`config.mk`:
```
export PLATFORM = sky130hd
export DESIGN_NAME = asrp_port
export DESIGN_NICKNAME = d
export VERILOG_FILES = /design/src/verilog/asrp_pkg.sv /design/src/verilog/asrp_fifo.sv /design/src/verilog/asrp_port.sv
export SDC_FILE = /design/constraint.sdc
export NUM_CORES = 1
export LEC_CHECK = 0
export BUFFER_PORTS_ARGS = -buffer_cell sky130_fd_sc_hd__buf_2
export CAP_MARGIN = 20
export CORE_ASPECT_RATIO = 2
export CORE_MARGIN = 2
export CORE_UTILIZATION = 50
export DETAILED_ROUTE_END_ITERATION = 10
export PLACE_DENSITY_LB_ADDON = 0.1
export SYNTH_ARGS = -nofsm -noshare
export SYNTH_HDL_FRONTEND = slang
export SYNTH_SLANG_ARGS = --single-unit
```
`constraint.sdc`:
```
create_clock -name ref_clk -period 7.6 [get_ports ref_clk]
set_input_delay 1.52 -clock ref_clk [delete_from_list [all_inputs] [get_ports ref_clk]]
set_output_delay 1.52 -clock ref_clk [all_outputs]
set_load 0.01 [all_outputs]
```
`src/verilog/asrp_pkg.sv`:
```
// Constants for the serial result port of the 14-bit converter
// Contract
// (RQ1) Serial clock alone paces conversion and shifting
// (RQ2) Advance each bit on serial clock fall
// (RQ3) Two zeros, then 14 bits MSB first
// (RQ4) Four trailing zeros when select held 24 clocks
// (RQ5) Select low starts a new conversion
// (RQ6) Select low interval frames the data stream
// (RQ7) Return sampler to tracking after conversion
// (RQ8) Host waits 50 ns before reselecting
// (RQ9) Result coded straight binary, LSB full scale/16384
// (RQ10) Output high impedance while select is high
package asrp_pkg;
  // ==========================================================================
  // Frame layout
  localparam int RESULT_BITS = 14;
  localparam int LEAD_ZEROS = 2;
  localparam int FRAME_BITS = 16;
  localparam int LONG_FRAME_BITS = 24;
  localparam int TAIL_ZEROS = 4;
  localparam int CODE_STEPS = 16384;
  localparam logic [4:0] BIT_CNT_RST = 5'h00;
  localparam logic [4:0] TAIL_END = 5'h14;
  // ==========================================================================
  // Timing
  localparam int CLK_PERIOD_PS = 5000;
  localparam int QUIET_NS = 50;
  localparam int QUIET_CYCLES = (QUIET_NS * 1000 + CLK_PERIOD_PS - 1) / CLK_PERIOD_PS;
  // ==========================================================================
  // Port states
  typedef enum logic [1:0] {
    ASRP_TRACK = 2'b00,
    ASRP_CONVERT = 2'b01,
    ASRP_TAIL = 2'b11,
    ASRP_DONE = 2'b10
  } asrp_state_t;
endpackage : asrp_pkg

```
`src/verilog/asrp_fifo.sv`:
```
// Small synchronous FIFO holding finished conversion codes
`timescale 1ns/1ps
module asrp_fifo #(
  parameter int WIDTH = 14,
  parameter int DEPTH = 16
) (
  input wire logic ref_clk,
  input wire logic rst,
  input wire logic inValid,
  output logic inReady,
  input wire logic [WIDTH-1:0] inData,
  output logic outValid,
  input wire logic outReady,
  output logic [WIDTH-1:0] outData
);
  localparam int AW = $clog2(DEPTH);
  initial begin
    if (DEPTH < 2 || (1 << AW) != DEPTH || WIDTH < 1) begin
      $error("asrp_fifo: depth must be a power of two above one");
    end
  end
  logic [WIDTH-1:0] mem [DEPTH];
  logic [AW:0] wrPtr_ff;
  logic [AW:0] rdPtr_ff;
  logic [AW:0] used;
  logic [AW:0] fill_ff;
  logic [AW:0] nxt_fill;
  logic doWrite;
  logic doRead;
  assign used = wrPtr_ff - rdPtr_ff;
  assign doWrite = inValid && inReady;
  assign doRead = outReady && outValid;
  // Fill counts the read register as well, so at most DEPTH words are held
  assign nxt_fill = fill_ff + {{AW{1'b0}}, doWrite} - {{AW{1'b0}}, doRead};
  always_ff @(posedge ref_clk) begin
    if (rst) begin
      fill_ff <= '0;
      inReady <= 1'b1;
    end else begin
      fill_ff <= nxt_fill;
      inReady <= (nxt_fill != (AW+1)'(DEPTH));
    end
  end
  always_ff @(posedge ref_clk) begin
    if (doWrite) begin
      mem[wrPtr_ff[AW-1:0]] <= inData;
    end
  end
  always_ff @(posedge ref_clk) begin
    if (rst) begin
      wrPtr_ff <= '0;
    end else if (doWrite) begin
      wrPtr_ff <= wrPtr_ff + 1'b1;
    end
  end
  // Read data sits in a register; valid follows the register
  always_ff @(posedge ref_clk) begin
    if (rst) begin
      rdPtr_ff <= '0;
      outValid <= 1'b0;
      outData <= '0;
    end else if (!outValid || outReady) begin
      if (used != '0) begin
        outData <= mem[rdPtr_ff[AW-1:0]];
        rdPtr_ff <= rdPtr_ff + 1'b1;
        outValid <= 1'b1;
      end else begin
        outValid <= 1'b0;
      end
    end
  end
endmodule : asrp_fifo

```
`src/verilog/asrp_port.sv`:
```
// Serial result port: select and serial clock in, result bits out
`timescale 1ns/1ps
module asrp_port
  import asrp_pkg::*;
#(
  parameter int FIFO_DEPTH = 16
) (
  input wire logic ref_clk,
  input wire logic rst,
  input wire logic selectN,
  input wire logic serialClk,
  input wire logic [RESULT_BITS-1:0] analogInput,
  input wire logic codeValid,
  output logic codeReady,
  output logic serialResultOut,
  output logic serialResultOutEn,
  output logic trackMode,
  output logic sampleStrobe
);
  initial begin
    if (FIFO_DEPTH < 2 || (1 << $clog2(FIFO_DEPTH)) != FIFO_DEPTH) begin
      $error("asrp_port: FIFO_DEPTH must be a power of two above one");
    end
    if (LEAD_ZEROS + RESULT_BITS != FRAME_BITS) begin
      $error("asrp_port: frame width does not match its parts");
    end
    if (int'(TAIL_END) != FRAME_BITS + TAIL_ZEROS) begin
      $error("asrp_port: tail end does not match the frame");
    end
  end
  // ==========================================================================
  // Pin synchronisers
  logic selMeta_ff, selSync_ff, selPrev_ff;
  logic clkMeta_ff, clkSync_ff, clkPrev_ff;
  always_ff @(posedge ref_clk) begin
    if (rst) begin
      selMeta_ff <= 1'b1;
      selSync_ff <= 1'b1;
      selPrev_ff <= 1'b1;
      clkMeta_ff <= 1'b1;
      clkSync_ff <= 1'b1;
      clkPrev_ff <= 1'b1;
    end else begin
      selMeta_ff <= selectN;
      selSync_ff <= selMeta_ff;
      selPrev_ff <= selSync_ff;
      clkMeta_ff <= serialClk;
      clkSync_ff <= clkMeta_ff;
      clkPrev_ff <= clkSync_ff;
    end
  end
  logic selFall, sclkFall, active;
  assign selFall = selPrev_ff && !selSync_ff;
  assign sclkFall = clkPrev_ff && !clkSync_ff; // [RQ1]
  assign active = !selSync_ff;
  // ==========================================================================
  // Sample capture: the FIFO feeds codes, one popped per select fall while it holds one
  logic fifoValid;
  logic [RESULT_BITS-1:0] fifoData;
  logic popCode;
  asrp_fifo #(
    .WIDTH(RESULT_BITS),
    .DEPTH(FIFO_DEPTH)
  ) u_fifo (
    .ref_clk(ref_clk),
    .rst(rst),
    .inValid(codeValid),
    .inReady(codeReady),
    .inData(analogInput),
    .outValid(fifoValid),
    .outReady(popCode),
    .outData(fifoData)
  );
  assign popCode = selFall && fifoValid;
  // ==========================================================================
  // Frame state
  asrp_state_t state_ff;
  logic [4:0] bitCnt_ff;
  logic [FRAME_BITS-1:0] shift_ff;
  always_ff @(posedge ref_clk) begin
    if (rst) begin
      state_ff <= ASRP_TRACK;
      bitCnt_ff <= BIT_CNT_RST;
      shift_ff <= '0;
    end else if (!active) begin
      state_ff <= ASRP_TRACK; // [RQ6]
      bitCnt_ff <= BIT_CNT_RST;
    end else if (selFall) begin
      // Straight binary code, two zeros ahead of it [RQ3] [RQ5] [RQ9]
      state_ff <= ASRP_CONVERT;
      bitCnt_ff <= BIT_CNT_RST;
      shift_ff <= {{LEAD_ZEROS{1'b0}}, (fifoValid ? fifoData : '0)};
    end else if (sclkFall) begin
      case (state_ff)
        ASRP_CONVERT: begin
          shift_ff <= {shift_ff[FRAME_BITS-2:0], 1'b0}; // [RQ2]
          bitCnt_ff <= bitCnt_ff + 5'h01;
          if (bitCnt_ff == 5'(FRAME_BITS - 1)) begin
            state_ff <= ASRP_TAIL;
          end
        end
        ASRP_TAIL: begin
          shift_ff <= '0; // [RQ4]
          bitCnt_ff <= bitCnt_ff + 5'h01;
          if (bitCnt_ff == TAIL_END - 5'h01) begin
            state_ff <= ASRP_DONE;
          end
        end
        ASRP_TRACK, ASRP_DONE: begin
          state_ff <= state_ff;
        end
        default: begin
          state_ff <= ASRP_TRACK;
        end
      endcase
    end
  end
  // ==========================================================================
  // Outputs
  logic converting;
  logic nxt_serialResultOut;
  logic nxt_serialResultOutEn;
  logic nxt_trackMode;
  assign converting = active && (state_ff == ASRP_CONVERT);
  always_comb begin
    nxt_serialResultOut = converting && shift_ff[FRAME_BITS-1];
    nxt_serialResultOutEn = active && !selFall && (state_ff != ASRP_DONE); // [RQ10]
    nxt_trackMode = !(converting && !selFall); // [RQ7]
  end
  always_ff @(posedge ref_clk) begin
    if (rst) begin
      serialResultOut <= 1'b0;
      serialResultOutEn <= 1'b0;
    end else begin
      serialResultOut <= nxt_serialResultOut;
      serialResultOutEn <= nxt_serialResultOutEn;
    end
  end
  // Sampler tracks outside conversion, holds during it
  always_ff @(posedge ref_clk) begin
    if (rst) begin
      trackMode <= 1'b1;
      sampleStrobe <= 1'b0;
    end else begin
      trackMode <= nxt_trackMode;
      sampleStrobe <= selFall;
    end
  end
  // ==========================================================================
  // Copy of the code in flight, read only by the checks
  logic [RESULT_BITS-1:0] frameCode_ff;
  always_ff @(posedge ref_clk) begin
    if (rst) begin
      frameCode_ff <= '0;
    end else if (selFall) begin
      frameCode_ff <= fifoValid ? fifoData : '0;
    end
  end
  // ==========================================================================
  // Checks
  AST_ZERO_LEAD: assert property (@(posedge ref_clk) disable iff (rst) // [RQ3]
    (state_ff == ASRP_CONVERT && active && bitCnt_ff < 5'h02) |=> !serialResultOut)
    else $error("leading bit not zero");
  AST_TAIL_ZERO: assert property (@(posedge ref_clk) disable iff (rst) // [RQ4]
    (state_ff == ASRP_TAIL) |=> !serialResultOut)
    else $error("tail bit not zero");
  AST_HIZ_IDLE: assert property (@(posedge ref_clk) disable iff (rst) // [RQ10]
    selSync_ff |=> !serialResultOutEn)
    else $error("output driven while deselected");
  AST_START: assert property (@(posedge ref_clk) disable iff (rst) // [RQ5]
    selFall |=> state_ff == ASRP_CONVERT && bitCnt_ff == 5'h00)
    else $error("select fall did not start conversion");
  AST_FRAME: assert property (@(posedge ref_clk) disable iff (rst) // [RQ6]
    $rose(selSync_ff) |=> state_ff == ASRP_TRACK)
    else $error("frame not ended by select");
  AST_SHIFT_EDGE: assert property (@(posedge ref_clk) disable iff (rst) // [RQ2]
    (active && !selFall && !sclkFall && state_ff == ASRP_CONVERT) |=> $stable(shift_ff))
    else $error("shift without serial clock fall");
  AST_PACE: assert property (@(posedge ref_clk) disable iff (rst) // [RQ1]
    (active && !selFall && !sclkFall) |=> $stable(bitCnt_ff))
    else $error("count moved without serial clock");
  AST_TRACK: assert property (@(posedge ref_clk) disable iff (rst) // [RQ7]
    (state_ff == ASRP_TAIL) |=> trackMode)
    else $error("sampler not tracking after conversion");
  AST_COUNT: assert property (@(posedge ref_clk) disable iff (rst) // [RQ3]
    (state_ff == ASRP_CONVERT && sclkFall && active && !selFall && bitCnt_ff == 5'h0f)
    |=> state_ff == ASRP_TAIL)
    else $error("frame length wrong");
  // Bit order checked against the copy of the code in flight
  AST_DATA_BIT: assert property (@(posedge ref_clk) disable iff (rst) // [RQ3] [RQ9]
    (converting && bitCnt_ff >= 5'h02)
    |=> serialResultOut == $past(frameCode_ff[4'(5'h0f - bitCnt_ff)]))
    else $error("result bit out of order");
  AST_EN_RISE: assert property (@(posedge ref_clk) disable iff (rst) // [RQ6]
    (selFall ##1 active) |=> serialResultOutEn)
    else $error("output not driven inside the frame");
  AST_STROBE: assert property (@(posedge ref_clk) disable iff (rst) // [RQ5]
    sampleStrobe == $past(selFall))
    else $error("sample strobe does not follow select fall");
  AST_STEP: assert property (@(posedge ref_clk) disable iff (rst) // [RQ1]
    (converting && sclkFall && !selFall) |=> bitCnt_ff == $past(bitCnt_ff) + 5'h01)
    else $error("count did not step on serial clock fall");
  AST_TAIL_END: assert property (@(posedge ref_clk) disable iff (rst) // [RQ4]
    (active && state_ff == ASRP_TAIL && sclkFall && bitCnt_ff == TAIL_END - 5'h01)
    |=> state_ff == ASRP_DONE)
    else $error("tail longer or shorter than four bits");
  AST_DONE_QUIET: assert property (@(posedge ref_clk) disable iff (rst) // [RQ10]
    (active && state_ff == ASRP_DONE) |=> !serialResultOutEn)
    else $error("output still driven after the tail");
  AST_HOLD: assert property (@(posedge ref_clk) disable iff (rst) // [RQ7]
    (converting && !selFall) |=> !trackMode)
    else $error("sampler tracking during conversion");
  AST_EMPTY_ZERO: assert property (@(posedge ref_clk) disable iff (rst) // [RQ9]
    (selFall && !fifoValid) |=> shift_ff == '0)
    else $error("empty buffer did not give a zero code");
  AST_IDLE_LOW: assert property (@(posedge ref_clk) disable iff (rst) // [RQ10]
    !active |=> !serialResultOut)
    else $error("data bit driven while deselected");
  COV_FRAME: cover property (@(posedge ref_clk) disable iff (rst) state_ff == ASRP_TAIL);
  COV_LONG: cover property (@(posedge ref_clk) disable iff (rst) state_ff == ASRP_DONE);
  COV_POP: cover property (@(posedge ref_clk) disable iff (rst) popCode);
  COV_FULL: cover property (@(posedge ref_clk) disable iff (rst) !codeReady);
  COV_ABORT: cover property (@(posedge ref_clk) disable iff (rst)
    $rose(selSync_ff) && state_ff == ASRP_CONVERT);
endmodule : asrp_port

```
* Yosys cells after proc, flatten, opt, wreduce, memory -nomap -nowiden
Memory sizes are Yosys's and may differ from the RTL's. A register that Yosys moved wholly into a read port is not among the register bits.
Index checks and enable logic that the tools add are counted.
** Storage, ports and cells
- Bits in registers :: 50
- Memory bits (writable) :: 224
- Input bits :: 19
- Output and inout bits :: 5
- Logic and storage cells :: 81
- Memories :: 1
** Memories
- u_fifo.mem :: words 16, width 14, rd ports 1, clocked after memory_dff 1, wr ports 1, line asrp_fifo.sv:22 : logic [WIDTH-1:0] mem [DEPTH];
** Operators by class
- Add/sub/neg operators :: 6
- Equal/unequal tests :: 12
- Multiplexer cells :: 12
- Bitwise logic cells :: 2
- Reductions and logical operators :: 29
** Operators with widths (number)
- 16-bit two-way mux :: 2
- 16-bit one-hot mux with 2 select lines :: 1
- 5-bit by 1-bit adder with 5-bit output (second input constant) :: 3
- 14-bit two-way mux :: 1
- 1-bit logical AND :: 10
- 2-bit inequality test (second input constant) :: 4
- 4-bit AND reduction :: 2
- 3-bit inequality test (second input constant) :: 2
- 2-bit OR reduction :: 3
- 5-bit by 1-bit adder with 5-bit output :: 1
- 5-bit by 4-bit == test with 1-bit output (second input constant) :: 1
- 5-bit == test (second input constant) :: 1
- 1-bit logical NOT :: 5
- 1-bit two-way mux :: 5
- 5-bit inequality test (second input constant) :: 1
- 5-bit nonzero test :: 1
- 5-bit by 1-bit subtractor with 5-bit output :: 1
- 5-bit subtractor :: 1
- 2-bit == test (second input constant) :: 2
- 2-bit two-way mux :: 2
- 2-bit one-hot mux with 2 select lines :: 1
- 2-bit AND reduction :: 2
- 3-bit AND reduction :: 1
- 3-bit nonzero test :: 1
- other kinds (6) :: 7

* Depth between registers and ports, before layout
Gate-level depths: netlist of run 1.
- Depth after elaboration :: 6
- Mapped depth :: 14

* Cells and area by module
A second synthesis of run 1 with hierarchy kept.
** Unflattened totals
- Cells, all modules :: 710
- Area, all modules :: 11501.0 um^2
** By module, submodules not included
- asrp_fifo :: instances 1, cells an instance 570, area each 10100.9 um^2
- asrp_port :: instances 1, cells an instance 140, area each 1400.1 um^2

* Worst setup path after synthesis of run 1
Ideal clock, no wire load.
- Path type :: input to register
- From :: in codeValid
- To :: mem u_fifo.mem[3][0], enable pin
- Setup time :: 403 ps
- Data arrival time :: 2936 ps
- Required time :: 7197 ps
- Setup slack :: 4261 ps
- Stages on the path :: 4
- Cell sequence :: and2_1 -> buf_2 -> nand2_1 -> nor3_1
** On the way
- Cells in the longest elaborated chain, start to end :: 3
** Ends and longest elaborated chain
- from (decl) :: line asrp_port.sv:13 : input wire logic codeValid,
- 1-bit logical AND :: line asrp_fifo.sv:31 : assign doWrite = inValid && inReady;
- named net u_fifo.doWrite :: line asrp_fifo.sv:28 : logic doWrite;
- 1-bit two-way mux :: line asrp_fifo.sv:45 : if (doWrite) begin
- 1-bit two-way mux (not written as such) :: line asrp_fifo.sv:46 : mem[wrPtr_ff[AW-1:0]] <= inData;
- to (decl) :: line asrp_fifo.sv:22
The timed path passes the listed nets, and every way through them passes these cells.

* Worst setup path after layout of run 1
- From :: in codeValid
- To :: reg u_fifo.inReady
** On the way
- Cells in the longest elaborated chain, start to end :: 4
** Ends and longest elaborated chain
- 1-bit logical AND :: line asrp_fifo.sv:31
- 5-bit by 1-bit adder with 5-bit output :: line asrp_fifo.sv:34 : assign nxt_fill = fill_ff + {{AW{1'b0}}, doWrite} - {{AW{1'b0}}, doRead};
- 5-bit by 1-bit subtractor with 5-bit output :: line asrp_fifo.sv:34
- 5-bit inequality test :: line asrp_fifo.sv:41 : inReady <= (nxt_fill != (AW+1)'(DEPTH));
- to (signal assigned) :: line asrp_fifo.sv:41
- to (decl) :: line asrp_fifo.sv:10 : output logic inReady,
No other way between the ends.
A chain may end at the register's enable or synchronous reset.

==> results.ini, run 1 <==
[die]
core_region_area_um2=22700
io_pins=24
dieArea_um2=24500
placementRows=78
die_width_um=112
initial_utilization_pct=51.0
die_y_um=219

[timing]
fmax_mhz=344
report.final.slew_viol_count=0
setup_viol=0
hold_viol=0
worst_pin_slew_ps=1010
rsz0062_at_grt=no
fin_hold_ws_ps=410
fin_skew_ps=16.1
slew_headroom_pct=32.5
setup_tns_ps=0
min_period_ps=2910
period_share_pct=38.2

[detailed_routing]
drt_iter0_markers=403
routed_via_density=5.84
post_drt_wl_per_cell_um=22.4
routed_wirelength_mm=22.7
drc=0
first_pass_iters=4
vias=5915
postRouteAntennaNets=0

[logic_synthesis]
yosysUniqueCellTypes=54
ys_seq_area_share_pct=69.1
yosysWarnings=0
synth_edf_count=224
synth_nets=717
syn_avg_cell_area_um2=17.0
ys_seq_elements=288
async_flop_share_pct=0
synth_cells=681
syn_area_um2=11600
synth_flop_cell=edfxtp_1

[worst_setup_path]
cp.arrival_ps=3320
critPathCaptureType=flip-flop
path_cells=buf_2 > and2_1 > ha_1 > fa_1 > a21o_1 > a21oi_1 > xnor2_1 > nor2_1 > nand4_1
required_ps=8020
slowest_delay_ps=450
start_kind=input port
critPathMaxFanout=8
criticalPathCategory=in -> reg
critPathSlowestCell=fa_1

[pwr]
clkPwrFrac_pct=34.2
swShare_pct=26.0
comb_power_share_pct=18.9
p_int_w=0.00291
pwr-share-seq_pct=46.9
p_leak_nw=4.17
power_switching_w=0.00102
ir_drop_uv=271
powerDensity_nw_per_um2=308

[global_routing]
grt_pass1_vias=6336
grt_first_pass_wirelength_mm=36.1
antenna_found_initial=0
grt_overflow=0
grt_max_degree=61
grt_use_total_pct=19.3

[placed_design]
routabilityCongestion=0.803
hpwl_mm=14.7
io_buffers=23
dpl.cell_count=961

[clock_tree]
clk_pin_slew_ps=70
cts_resized=0
h-tree-depth=1
cts_root_buf=clkbuf_16
cts_num_sinks=288
postCtsSetupBuffers=0
clkLatencyLatePin_ps=540
cts_buffer_depth=3
cts_hold_buf=0
numCtsBuffers=26
cts_tree=yes

[layout]
mostFrequentLayoutCells=edfxtp_1 (224), nor2_1 (64), dfxtp_1 (62)
drive_gt1_share_pct=17.3
fin_nets=749
final_common_cell=edfxtp_1
diodes=0
area_growth_pct=9.86
final_cells=1013

[outcome]
outcome=finished clean

[min_path]
min_path_type=reg -> reg

[run]
drv_cap=0

-- worst max-delay path, delay by kind of cell --
family / cells / cell delay (ps)
AOI/OAI and AO/OA: 2 / 370
xor gates and xnor gates: 1 / 100
adders and majority gates: 2 / 750
buffers and inverters: 1 / 90
and+or+nand+nor: 3 / 490
-- layout make-up --
cell class | count | area (um^2)
Fill cell | 1763 | 10000
Sequential cell | 288 | 8010
Multi-Input combinational cell | 335 | 3140
Clock buffer | 31 | 691
Tap cell | 280 | 350
Timing Repair Buffer | 46 | 299
Clock inverter | 17 | 183
Inverter | 16 | 60.1
-- sequential cells by signal, summed over array words and instances, names as in the netlist --
| signal | cells |
|---|---|
| clkPrev_ff | 1 |
| u_fifo.outData | 14 |
| state_ff | 2 |
| selMeta_ff | 1 |
| serialResultOut | 1 |
| bitCnt_ff | 5 |
| u_fifo.wrPtr_ff | 5 |
| shift_ff | 16 |
| u_fifo.fill_ff | 5 |
| selSync_ff | 1 |
| clkSync_ff | 1 |
| selPrev_ff | 1 |
| serialResultOutEn | 1 |
| u_fifo.inReady | 1 |
| sampleStrobe | 1 |
| trackMode | 1 |
| clkMeta_ff | 1 |
| u_fifo.mem | 224 |
| u_fifo.outValid | 1 |
| u_fifo.rdPtr_ff | 5 |
-- cell families (layout without fill, tap and decap cells) --
family	Yosys count	count (layout)	synth area share (%)
compound gates	79	79	5.13
xor+xnor	14	14	1.12
fa+ha+maj	17	17	1.90
buf+inv	58	110	4.00
flops	288	288	69.1
mux	88	88	13.3
simple gates	137	137	5.49
-- power groups by stage --
stage               clock [W]  sequential [W]  combinational (W)
floorplan                   0         0.00187           0.000618
global placement            0         0.00187           0.000726
detailed placement          0         0.00188           0.000744
CTS                   0.00138         0.00184           0.000747
global route          0.00143         0.00185           0.000824
finish                0.00134         0.00184           0.000741
-- layer usage --
| layer | GRT usage, % | routed length (um) | share of wire [%] | vias up |
|---|---|---|---|---|
| li1 | - | - | - | 2742 |
| met1 | 21.9 | 8610 | 38 | 3008 |
| met2 | 36.4 | 12600 | 55 | 114 |
| met3 | 2.04 | 665 | 2.9 | 51 |
| met4 | 8.40 | 840 | 3.7 | 0 |
| met5 | 0 | 0 | 0 | - |
-- path summary, 6_finish.rpt --
kind                            slack (ps)             end  cells after the start  startpoint
worst max-delay path                  4690  u_fifo.inReady                      9   codeValid
worst min-delay path                   410      selSync_ff                      1  selMeta_ff
worst max register to register        4820  u_fifo.inReady                     12  selPrev_ff
worst min register to register         410      selSync_ff                      1  selMeta_ff
-- cells in the mapped netlist, drive strengths merged (2+ instances only) --
cell type	number	area, um^2
xnor2	7	68.8
a211oi	2	15.0
a221oi	27	236
mux2i	32	320
nor2	64	240
inv	16	60.1
nand3	3	15.0
buf	22	223
a21oi	8	40.0
nand2	23	86.3
clkbuf	19	171
a311oi	16	140
nor3	17	85.1
or2	7	43.8
and3	2	12.5
a21o	3	23.8
edfxtp	224	6730
mux4	42	1060
mux2	14	158
nand4	3	18.8
nand2b	3	18.8
and2	3	21.3
o21ai	16	80.1
xor2	7	61.3
or3	2	12.5
dfxtp	64	1280
ha	16	200
nor2b	4	32.5
-- stage by stage --
stage                     setup slack, ps  utilization [%]  area, um^2  total power, W
after floorplan                      4260                -       11600         0.00248
after global placement               4030             51.9       11800         0.00260
after detailed placement             4080             52.0       11800         0.00262
after CTS                            4650             55.8       12700         0.00397
after global routing                 4540             56.0       12700         0.00410
final                                4690             56.0       12700         0.00393
Power figures use the tool's default switching activity.
==> inputs of run 2 (changes only) <==
==> constraint.sdc (replaced) <==
create_clock -name ref_clk -period 3 [get_ports ref_clk]
set_input_delay 0.6 -clock ref_clk [delete_from_list [all_inputs] [get_ports ref_clk]]
set_output_delay 0.6 -clock ref_clk [all_outputs]
set_load 0.01 [all_outputs]
==> run 2 against run 1 <==
Effect of this change: sequential power grew to 2.5 times the previous value; utilization shrank 0.31 points; flip-flop and latch count is the same; critical path depth shrank 2; clock power grew 130%; highest routed layer unchanged.
==> results.ini, run 2 (same netlist as run 1, synthesis figures left out) <==
[detailed_routing]
drc=0  ; unchanged
postRouteAntennaNets=0  ; unchanged
drt_iter0_markers=441  ; +9.4%
post_drt_wl_per_cell_um=22.8  ; +1.6%
routed_wirelength_mm=23.0  ; +1.5%
routed_via_density=5.88  ; +0.76%
vias=5954  ; +0.66%
first_pass_iters=4  ; unchanged

[clock_tree]
numCtsBuffers=25  ; -3.8%
cts_hold_buf=0  ; unchanged
cts_tree=yes
clkLatencyLatePin_ps=530  ; about the same
cts_resized=0  ; unchanged
cts_root_buf=clkbuf_16
cts_num_sinks=288  ; unchanged
cts_buffer_depth=3  ; unchanged
postCtsSetupBuffers=0  ; unchanged
clk_pin_slew_ps=70  ; about the same
h-tree-depth=1  ; unchanged

[pwr]
p_leak_nw=4.13  ; -0.81%
ir_drop_uv=662  ; +140%
powerDensity_nw_per_um2=765  ; +150%
total_power_w=0.00969  ; +150%

[global_routing]
grt_max_degree=75  ; +23%
antenna_found_initial=0  ; unchanged
grt_overflow=0  ; unchanged
grt_first_pass_wirelength_mm=36.2  ; +0.27%
grt_pass1_vias=6311  ; -0.39%
grt_use_total_pct=19.4  ; +0.094 points

[timing]
period_share_pct=84.9
setup_viol=0  ; unchanged
fmax_mhz=393
slew_headroom_pct=59.1  ; +27 points
fin_skew_ps=10.1  ; -6.04 ps
report.final.slew_viol_count=0  ; unchanged
hold_viol=0  ; unchanged
worst_pin_slew_ps=609  ; -399 ps
min_period_ps=2550
rsz0062_at_grt=no
setup_tns_ps=0  ; unchanged

[run]
drv_cap=0  ; unchanged

[die]
io_pins=24  ; unchanged
placementRows=78  ; unchanged
die_y_um=219  ; unchanged
core_region_area_um2=22700  ; unchanged
die_width_um=112  ; unchanged
initial_utilization_pct=51.0  ; unchanged
dieArea_um2=24500  ; unchanged

[worst_setup_path]
critPathMaxFanout=24  ; +16
criticalPathCategory=reg -> reg
start_kind=flip-flop
required_ps=3430  ; -4590 ps
cp.arrival_ps=2980  ; -340 ps
critPathCaptureType=flip-flop
slowest_delay_ps=550  ; +100 ps
path_cells=ha_1 > xor2_1 > o22ai_1 > a21boi_2 > buf_4 > nor2_1 > a311oi_1
critPathSlowestCell=dfxtp_1

[layout]
mostFrequentLayoutCells=edfxtp_1 (224), nor2_1 (64), dfxtp_1 (62)
drive_gt1_share_pct=17.2  ; -0.11 points
largest_register_ffs=224  ; unchanged
final_common_cell=edfxtp_1
nFillCells=1802  ; +2.2%
diodes=0  ; unchanged
postLayoutCoreUtil_pct=55.7  ; -0.31 points
fin_nets=750  ; +0.13%
area_growth_pct=9.26

[outcome]
outcome=finished clean

[placed_design]
hpwl_mm=14.3  ; -2.8%
routabilityCongestion=0.797  ; -0.77%
io_buffers=23  ; unchanged

[min_path]
min_path_type=in -> reg

[run 2: routing by layer]
metal | up-vias | global-route usage, % | share of wire, %
met5 | - | 0 | 0
met4 | 0 | 5.56 | 2.1
met3 | 29 | 2.40 | 3.4
met2 | 103 | 36.9 | 55
met1 | 3082 | 22.8 | 39
li1 | 2740 | - | -
[run 2: final cells by class]
cell class / instances / area [um^2] / area share [%]
clock buffers: 35 / 673 / 5.31
clock inverters: 10 / 101 / 0.800
inverters: 16 / 60.1 / 0.474
multi-input cells: 335 / 3140 / 24.8
flip-flops and latches: 288 / 8010 / 63.3
well taps: 280 / 350 / 2.77
repair buffers: 48 / 328 / 2.59
[run 2: worst max-delay path, delay by kind of cell, from the launching register on]
kind	cells	cell delay (ps)
fa+ha+maj	1	350
simple gates	1	80
compound gates	3	940
buf+inv	1	370
xor+xnor	1	150
flops	1	550
[run 2: power breakdown]
part	leakage (nW)	internal (W)	switching (W)
logic	1.21	0.000832	0.00107
clock network	0.377	0.00174	0.00137
registers	2.55	0.00456	0.000117
total	4.13	0.00713	0.00256
[run 2: stage by stage]
| stage | instance area (um^2) | std cells | worst slack [ps] | hold slack, ps |
|---|---|---|---|---|
| floorplan | 11600 | 681 | 485 | 389 |
| global placement | 11900 | 967 | 610 | 407 |
| detailed placement | 11900 | 967 | 455 | 404 |
| CTS | 12700 | 1012 | 476 | 235 |
| global route | 12700 | 1012 | 215 | 239 |
| finish | 12700 | 1012 | 454 | 254 |
[run 2: worst paths after layout]
path / from / slack, ps / cells after the start / end
worst max register to register: u_fifo.wrPtr_ff[3] / 450 / 7 / u_fifo.outData[7]
worst max-delay path: u_fifo.wrPtr_ff[3] / 450 / 7 / u_fifo.outData[7]
worst min register to register: clkMeta_ff / 420 / 1 / clkSync_ff
worst min-delay path: serialClk / 250 / 2 / clkMeta_ff
